<file path="src/smps_pkg.sv">
// package for the stop mode power sequencer
package smps_pkg;
  // sequencer states
  typedef enum logic [2:0] {
    SMPS_RUN      = 3'b000,
    SMPS_DEEP     = 3'b001,
    SMPS_RETAIN   = 3'b010,
    SMPS_WAKE_POR = 3'b011,
    SMPS_WAKE_INT = 3'b100
  } smps_state_t;

  // wake source bundle, synchronised before use
  typedef struct packed {
    logic reset_pin_n;
    logic irq_pin_n;
    logic periodic_wake_interrupt;
    logic lowvolt_irq;
    logic converter_irq;
    logic keypad_interrupt;
    logic debug_background_cmd;
  } smps_wake_t;

  // power and clock controls driven out
  typedef struct packed {
    logic cpu_clk_en;
    logic periph_clk_en;
    logic debug_clk_en;
    logic core_power_en;
    logic regulator_standby;
    logic converter_standby;
    logic pin_latch_hold;
    logic irq_force_active_low;
  } smps_ctrl_t;

  // run values: clocks on, core powered, full regulation, latches open
  localparam smps_ctrl_t SMPS_CTRL_RST = 8'hf0;
  // pins released high, no interrupt pending
  localparam smps_wake_t SMPS_WAKE_IDLE = 7'h60;
  localparam logic SMPS_FLAG_RST = 1'b0;
  localparam logic [1:0] SMPS_STATUS_RUN = 2'h0;
  localparam logic [1:0] SMPS_STATUS_DEEP = 2'h1;
  localparam logic [1:0] SMPS_STATUS_RETAIN = 2'h2;
  localparam logic [1:0] SMPS_DBG_OK = 2'h0;
  localparam logic [1:0] SMPS_DBG_ERR_STOPPED = 2'h2;
  localparam int SMPS_SYNC_STAGES = 2;

  typedef struct packed {
    smps_state_t state;
    smps_ctrl_t ctrl;
    logic powerdown_wake_flag;
    logic illegal_op_reset;
    logic por_request;
    logic irq_vector_fetch;
    logic debug_active;
    logic [1:0] mode_status;
    logic [1:0] dbg_status;
    logic dbg_status_valid;
    logic converter_run;
    logic [SMPS_SYNC_STAGES-1:0][$bits(smps_wake_t)-1:0] sync;
  } smps_reg_t;
endpackage : smps_pkg

</file>
<file path="src/smps_stop_sequencer.sv">
// stop mode power sequencer: mode select, clock gating, pin latch, wake
`timescale 1ns/1ps
module smps_stop_sequencer
  import smps_pkg::*;
(
  input wire logic mclk,
  input wire logic resetn,
  input wire logic clk_en,
  input wire logic stop_instr,
  input wire logic stop_instr_enable,
  input wire logic partial_powerdown_select,
  input wire logic lowvolt_detect_enable,
  input wire logic lowvolt_stop_enable,
  input wire logic debug_mode_enable,
  input wire logic converter_async_clk_en,
  input wire logic powerdown_ack_wr,
  input wire logic powerdown_ack_data,
  input wire logic dbg_status_cmd,
  input wire smps_wake_t wake_in,
  output smps_ctrl_t ctrl,
  output logic powerdown_wake_flag,
  output logic powerdown_ack,
  output logic illegal_op_reset,
  output logic por_request,
  output logic irq_vector_fetch,
  output logic debug_active,
  output logic converter_run,
  output logic [1:0] mode_status,
  output logic [1:0] dbg_status,
  output logic dbg_status_valid
);
  smps_reg_t r;
  smps_reg_t next_r;
  smps_wake_t w;
  logic lvd_in_stop;
  logic ack_one;

  assign w = smps_wake_t'(r.sync[SMPS_SYNC_STAGES-1]);
  assign lvd_in_stop = lowvolt_detect_enable & lowvolt_stop_enable;
  assign ack_one = powerdown_ack_wr & powerdown_ack_data;

  always_comb begin
    next_r = r;
    next_r.sync[0] = wake_in;
    next_r.sync[1] = r.sync[0];
    next_r.illegal_op_reset = 1'b0;
    next_r.por_request = 1'b0;
    next_r.irq_vector_fetch = 1'b0;
    next_r.dbg_status_valid = 1'b0;
    if (ack_one) begin
      next_r.ctrl.pin_latch_hold = 1'b0;
      next_r.powerdown_wake_flag = 1'b0;
    end
    case (r.state)
      SMPS_RUN: begin
        next_r.ctrl = SMPS_CTRL_RST;
        next_r.ctrl.pin_latch_hold = ack_one ? 1'b0 : r.ctrl.pin_latch_hold;
        next_r.mode_status = SMPS_STATUS_RUN;
        next_r.converter_run = 1'b1;
        if (!w.debug_background_cmd) begin
          next_r.debug_active = r.debug_active;
        end
        if (stop_instr && !stop_instr_enable) begin
          next_r.illegal_op_reset = 1'b1;
        end else if (stop_instr) begin
          next_r.ctrl.cpu_clk_en = 1'b0;
          next_r.ctrl.periph_clk_en = 1'b0;
          next_r.ctrl.debug_clk_en = debug_mode_enable;
          if (partial_powerdown_select && !lvd_in_stop
              && !debug_mode_enable) begin
            next_r.state = SMPS_DEEP;
            next_r.mode_status = SMPS_STATUS_DEEP;
            next_r.ctrl.core_power_en = 1'b0;
            next_r.ctrl.regulator_standby = 1'b1;
            next_r.ctrl.converter_standby = 1'b1;
            next_r.ctrl.pin_latch_hold = 1'b1;
            next_r.ctrl.irq_force_active_low = 1'b1;
            next_r.converter_run = 1'b0;
          end else begin
            next_r.state = SMPS_RETAIN;
            next_r.mode_status = SMPS_STATUS_RETAIN;
            // full regulation kept for debug or lvd
            next_r.ctrl.regulator_standby =
              !(debug_mode_enable || lvd_in_stop);
            next_r.converter_run =
              converter_async_clk_en & lvd_in_stop;
            next_r.ctrl.converter_standby =
              !(converter_async_clk_en & lvd_in_stop);
          end
        end
      end
      SMPS_DEEP: begin
        // only pins and the periodic timer can wake
        if (!w.reset_pin_n || !w.irq_pin_n
            || w.periodic_wake_interrupt) begin
          next_r.state = SMPS_WAKE_POR;
        end
      end
      SMPS_RETAIN: begin
        if (!w.reset_pin_n) begin
          next_r.state = SMPS_WAKE_POR;
        end else if (debug_mode_enable && w.debug_background_cmd) begin
          next_r.state = SMPS_RUN;
          next_r.debug_active = 1'b1;
        end else if (w.periodic_wake_interrupt || w.lowvolt_irq
                     || w.converter_irq || !w.irq_pin_n
                     || w.keypad_interrupt) begin
          next_r.state = SMPS_WAKE_INT;
        end
      end
      SMPS_WAKE_POR: begin
        // restart as from power-on; latch stays closed
        next_r.por_request = 1'b1;
        next_r.debug_active = 1'b0;
        if (r.mode_status == SMPS_STATUS_DEEP) begin
          next_r.powerdown_wake_flag = 1'b1;
        end
        next_r.state = SMPS_RUN;
      end
      SMPS_WAKE_INT: begin
        next_r.irq_vector_fetch = 1'b1;
        next_r.state = SMPS_RUN;
      end
      default: begin
        next_r.state = SMPS_RUN;
      end
    endcase
    // status command while stopped: no access, error
    if (dbg_status_cmd) begin
      next_r.dbg_status_valid = 1'b1;
      next_r.dbg_status = (r.state == SMPS_DEEP || r.state == SMPS_RETAIN)
                          ? SMPS_DBG_ERR_STOPPED : SMPS_DBG_OK;
    end
  end

  always_ff @(posedge mclk) begin
    if (!resetn) begin
      r <= '0;
      r.state <= SMPS_RUN;
      r.ctrl <= SMPS_CTRL_RST;
      r.powerdown_wake_flag <= SMPS_FLAG_RST;
      r.converter_run <= 1'b1;
      // idle levels, so no false wake shows right after reset
      r.sync <= {SMPS_SYNC_STAGES{SMPS_WAKE_IDLE}};
    end else if (clk_en) begin
      r <= next_r;
    end
  end

  assign ctrl = r.ctrl;
  assign powerdown_wake_flag = r.powerdown_wake_flag;
  assign powerdown_ack = 1'b0;
  assign illegal_op_reset = r.illegal_op_reset;
  assign por_request = r.por_request;
  assign irq_vector_fetch = r.irq_vector_fetch;
  assign debug_active = r.debug_active;
  assign converter_run = r.converter_run;
  assign mode_status = r.mode_status;
  assign dbg_status = r.dbg_status;
  assign dbg_status_valid = r.dbg_status_valid;
endmodule : smps_stop_sequencer

</file>
<file path="config.mk">
export PLATFORM = sky130hd
export DESIGN_NAME = smps_stop_sequencer
export DESIGN_NICKNAME = d
export VERILOG_FILES = /design/src/smps_pkg.sv /design/src/smps_stop_sequencer.sv
export SDC_FILE = /design/constraint.sdc
export NUM_CORES = 1
export LEC_CHECK = 0
export BUFFER_PORTS_ARGS = -buffer_cell sky130_fd_sc_hd__clkbuf_2
export CORE_ASPECT_RATIO = 1.4
export CORE_MARGIN = 1
export CORE_UTILIZATION = 35
export CTS_CLUSTER_DIAMETER = 40
export DETAILED_ROUTE_END_ITERATION = 10
export GPL_ROUTABILITY_DRIVEN = 1
export PLACE_DENSITY = 0.65
export SYNTH_ARGS = -nofsm -noshare
export SYNTH_HDL_FRONTEND = slang
export SYNTH_SLANG_ARGS = --single-unit
</file>
<file path="constraint.sdc">
create_clock -name mclk -period 1.95 [get_ports mclk]
set_clock_uncertainty 0.2 [all_clocks]
set_input_delay 0.39 -clock mclk [delete_from_list [all_inputs] [get_ports mclk]]
set_output_delay 0.39 -clock mclk [all_outputs]
set_load 0.01 [all_outputs]
</file>
# Word-level counts from Yosys, hierarchy flattened
# Cells that the tools add are included.
# totals
reg_bits	36
inputBits	20
output_inout_bits	20
wordCells	90
# op_classes
eq_ne	11
muxes	31
bitwise_logic	3
n_reduce_logical	25
# op_table
cell	count
$mux W11	2
$mux W2	8
$mux W1	15
$mux W3	4
$ne A2 B2 Y1 const B	5
$pmux W3 S3	1
$logic_or A1 B1 Y1	8
$logic_not A1 Y1	7
$eq A3 B2 Y1 const B	2
$reduce_and A5 Y1	1
$logic_and A1 B1 Y1	4
$ne A4 B4 Y1 const B	1
$reduce_and A2 Y1	2
$reduce_and A4 Y1	1
$and A1 B1 Y1	3
$eq A3 B1 Y1 const B	1
$eq A3 B3 Y1 const B	1
$logic_not A3 Y1	1
$eq A2 B1 Y1 const B	1
$pmux W1 S2	1
$reduce_bool A2 Y1	1

# Logic depth before layout (Yosys ltp)
# logic_depth
depth_word	8
mapped_depth	6
depth_no_buf	4

# Worst setup path after synthesis
# No wires, ideal clock.
# synth_timing
path_type	input-to-reg
start	input clk_en
end	register, netlist name converter_run
setup_ns	0.117
arrival_time_ns	1.351
required_ns	1.633
setup_slack_ns	0.282
path_stages	6
path_buffers	2
cell_sequence	buf_4 or4b_4 buf_6 nor2_4 a21oi_1 nand2b_1
# synth_between
elab_chain_len	1
# synth_lines
element	line	rtl
start, declared	smps_stop_sequencer.sv:8	input wire logic clk_en,
$reduce_and A2 Y1 (no source line)	--	
# No other way between the ends.
# A chain may end at the register's enable or synchronous reset.

# Worst setup path after layout
# layout_timing
start	register r[34] (netlist bit)
end	register, netlist name converter_run
# layout_between
elab_chain_len	2
# layout_lines
element	line	rtl
start, declared	smps_stop_sequencer.sv:32	smps_reg_t r;
start signal, assigned	smps_stop_sequencer.sv:146	r <= next_r;
$logic_not A3 Y1	smps_stop_sequencer.sv:54	case (r.state)
$reduce_and A2 Y1 (no source line)	--	
# No other way between the ends.

==> impl_results.md <==
- CP arrival: 1.69 ns
- Cells after DPL: about 240
- Pleak: roughly 0.77 nW
- DR DRC count: 0
- Layout area overhead: 15.1%
- Setup Fix Bufs, Post-CTS: 0
- Crit path cell chain: or4b_4, nor2_4, a21oi_1, nand2b_1
- Core ar.: 4240 sq um
- Critical path required time: 1.91 ns
- Finished Layout Cells: 247
- Post-CTS sizing: 0
- R2R Setup Slk: ~0.22 ns
- WL met1: 1.30 mm
- Ports: 40
- Crit Path Class: reg2reg
- Mean Syn Cell Area: 9.67 sq um
- Initial antenna violation count: 0
- Status: finished clean
- DR vias: ~1.1k
- Largest net degree at the start of global routing: 19
- Clock buffer depth: 2
- Synth top area cells: dfxtp_1, mux2i_1, buf_4
- Total power: between 1 and 1.5 mW
- Post-DR vias/cell: between 4 and 5
- # diodes: 0
- Area leader, netlist: dfxtp_1
- Initial Util: 36.5%
- Grt ovf: 0
- RSZ-0062 raised after global routing: false
- Bufs and invs on worst path: 0
- Final WL: roughly 2.8 mm
- I/O Buffers: 37
- Yosys reg bits: 33
- Pwr dens: 803 nW/um^2
- Library cells used by synthesis: 36
- Setup_tns: 0 ns
- Gp weighted congestion: 0.769
- Slowest stage cell, crit path: or4b_4
- Cell area after synthesis: approximately 1500 sq um
- Post-route ant nets: 0
- Max Freq: around 580 MHz
- Seq/Total Area, Yosys: 42.7%
- Tot GR Track Use: a little over an eighth
- Crit path time final: between 1.5 and 2 ns
- CTS root buffer: clkbuf_8
- Skew-Pair Late Insertion Delay: around 0.28 ns
- Share of layout cells above drive strength 1: between 20 and 30%
- Max-cap violations: 0
- Total CTS buffers: 5
- Placement row count: 28
- Vias in the first global route: approximately 1.1k
- Final hold viol count: 0
- Hold WS: between 0.1 and 0.15 ns
- CP top delay family: simple AND/OR/NAND/NOR gates
- Slew Limit Fails: 0
- Area occupied by multi-input gates: ~730 sq um
- Clk pin slew, worst setup/hold paths: approximately 0.060 ns
- Gate Count Post-Synth: 160
- CTS tree: built
- Met2 wire length: ~1.3 mm
- Max layer used: met4
- Layout Nets: 206
- Share of the synthesized area in the top cell type: a little over two fifths
- Die height: between 80 and 90 microns
- # H-tree levels: 2
- Setup violators final: 0
- Delay of the slowest critical-path stage: approximately 0.65 ns
- DR WL/cell: around 11 microns
- Tcrit/Tclk final: 88.8%
- Die area: approximately 4700 sq um
- CP max FO: 12
- Min-delay worst type: in2reg
- Max VDD drop: 0.000334 V
- FILL cells: approximately 430
- Yosys warnings: 0
- Drt pass-1 iters: 4
- CP startpoint kind: flip-flop
- First-pass GRT wire length: about 4.7 mm
- Worst Setup End Kind: flip-flop
- Sink Count: 33
- Drt first-iter violations: 46
- Die extent in x: 58.2 microns
- Routed wl met3: around 140 microns
- Hold Buf Count CTS: 0
- Final HPWL DP: ~2.1 mm
- Register area: approximately 660 sq um
[layer usage]
layer	track usage, %	vias up
met4	5.00	0
met1	15.2	500
li1	-	587
met2	23.2	28
met5	0	-
met3	4.35	5
[tightest hold or removal path: stages]
cell	delay [ns]
clkbuf_2	0.08
mux2i_1	0.05
nand2_1	0.05
[final timing paths]
kind	from	endpoint	cells after the start
worst max-delay path	r[34]$_SDFFE_PN0P_	converter_run$_SDFFE_PN1P_	4
worst min-delay path	wake_in[5]	next_r[12]$_SDFFE_PN1P_	3
worst max register to register	r[34]$_SDFFE_PN0P_	converter_run$_SDFFE_PN1P_	4
worst min register to register	ctrl[1]$_SDFFE_PN0P_	ctrl[1]$_SDFFE_PN0P_	2
[layout by cell type, fill, tap and decap left out, drive strengths merged]
master   netlist  final
a2111o         1      1
a21boi         7      7
a21oi          6      6
a22oi          1      1
a31oi          1      1
a41o           1      1
and2b          1      1
buf           21      4
clkbuf         2     44
clkinv         0      1
conb           1      2
dfxtp         33     33
mux2i         16     16
nand2         16     16
nand2b         6      6
nand3          4      4
nand3b         1      1
nand4b         2      2
nand4bb        2      2
nor2           7      7
nor2b         16     16
nor3           1      1
nor3b          1      1
nor4           1      1
nor4b          1      1
o211a          1      1
o211ai         3      3
o21ai          3      3
o221a          1      1
o311ai         1      1
or4b           1      1
xnor2          1      1
[cells in the mapped netlist, drive strengths merged]
| cell type | number |
|---|---|
| dfxtp | 33 |
| buf | 21 |
| mux2i | 16 |
| nand2 | 16 |
| nor2b | 16 |
| a21boi | 7 |
| nor2 | 7 |
| a21oi | 6 |
| nand2b | 6 |
| nand3 | 4 |
| o211ai | 3 |
| o21ai | 3 |
| clkbuf | 2 |
| nand4b | 2 |
| nand4bb | 2 |
| a2111o | 1 |
| a22oi | 1 |
| a31oi | 1 |
| a41o | 1 |
| and2b | 1 |
| conb | 1 |
| nand3b | 1 |
| nor3 | 1 |
| nor3b | 1 |
| nor4 | 1 |
| nor4b | 1 |
| o211a | 1 |
| o221a | 1 |
| o311ai | 1 |
| or4b | 1 |
| xnor2 | 1 |
[cell families (layout without fill, tap and decap cells)]
logic type      count (synthesis)  count (layout)  share of synthesized area (%)
mux                            16              16                           10.4
other cells                     1               2                          0.242
xor+xnor                        1               1                          0.566
buf+inv                        23              49                           10.4
simple gates                   60              60                           23.7
compound gates                 26              26                           12.0
flops                          33              33                           42.7
[report_power, final]
part | switching [mW] | internal [mW]
logic | 0.0742 | 0.0757
clock network | 0.243 | 0.319
registers | 0.0186 | 0.699
[sequential cells by signal, indices dropped and copies added, names as in the netlist]
name and flops:
next_r 7, r 3, w 7, irq_vector_fetch 1, mode_status 2, illegal_op_reset 1, ctrl 6, powerdown_wake_flag 1
dbg_status 1, converter_run 1, debug_active 1, por_request 1, dbg_status_valid 1
[through the flow]
step,worst slack [ns],area (sq um),utilization [%]
after global placement,0.277,1680,39.6
final,0.219,1780,42.0
after global routing,0.122,1780,42.0
after detailed placement,0.236,1680,39.6
after floorplan,0.282,1550,-
after CTS,0.227,1780,42.0
[cell type report]
cell class / instances / area share, %
sequential: 33 / 37.1
multi-input combinational: 105 / 40.9
timing repair buffer: 41 / 12.1
tap: 60 / 4.22
clock buffer: 7 / 5.41
clock inverter: 1 / 0.281
No activity file was read; power rests on OpenSTA's default activity.
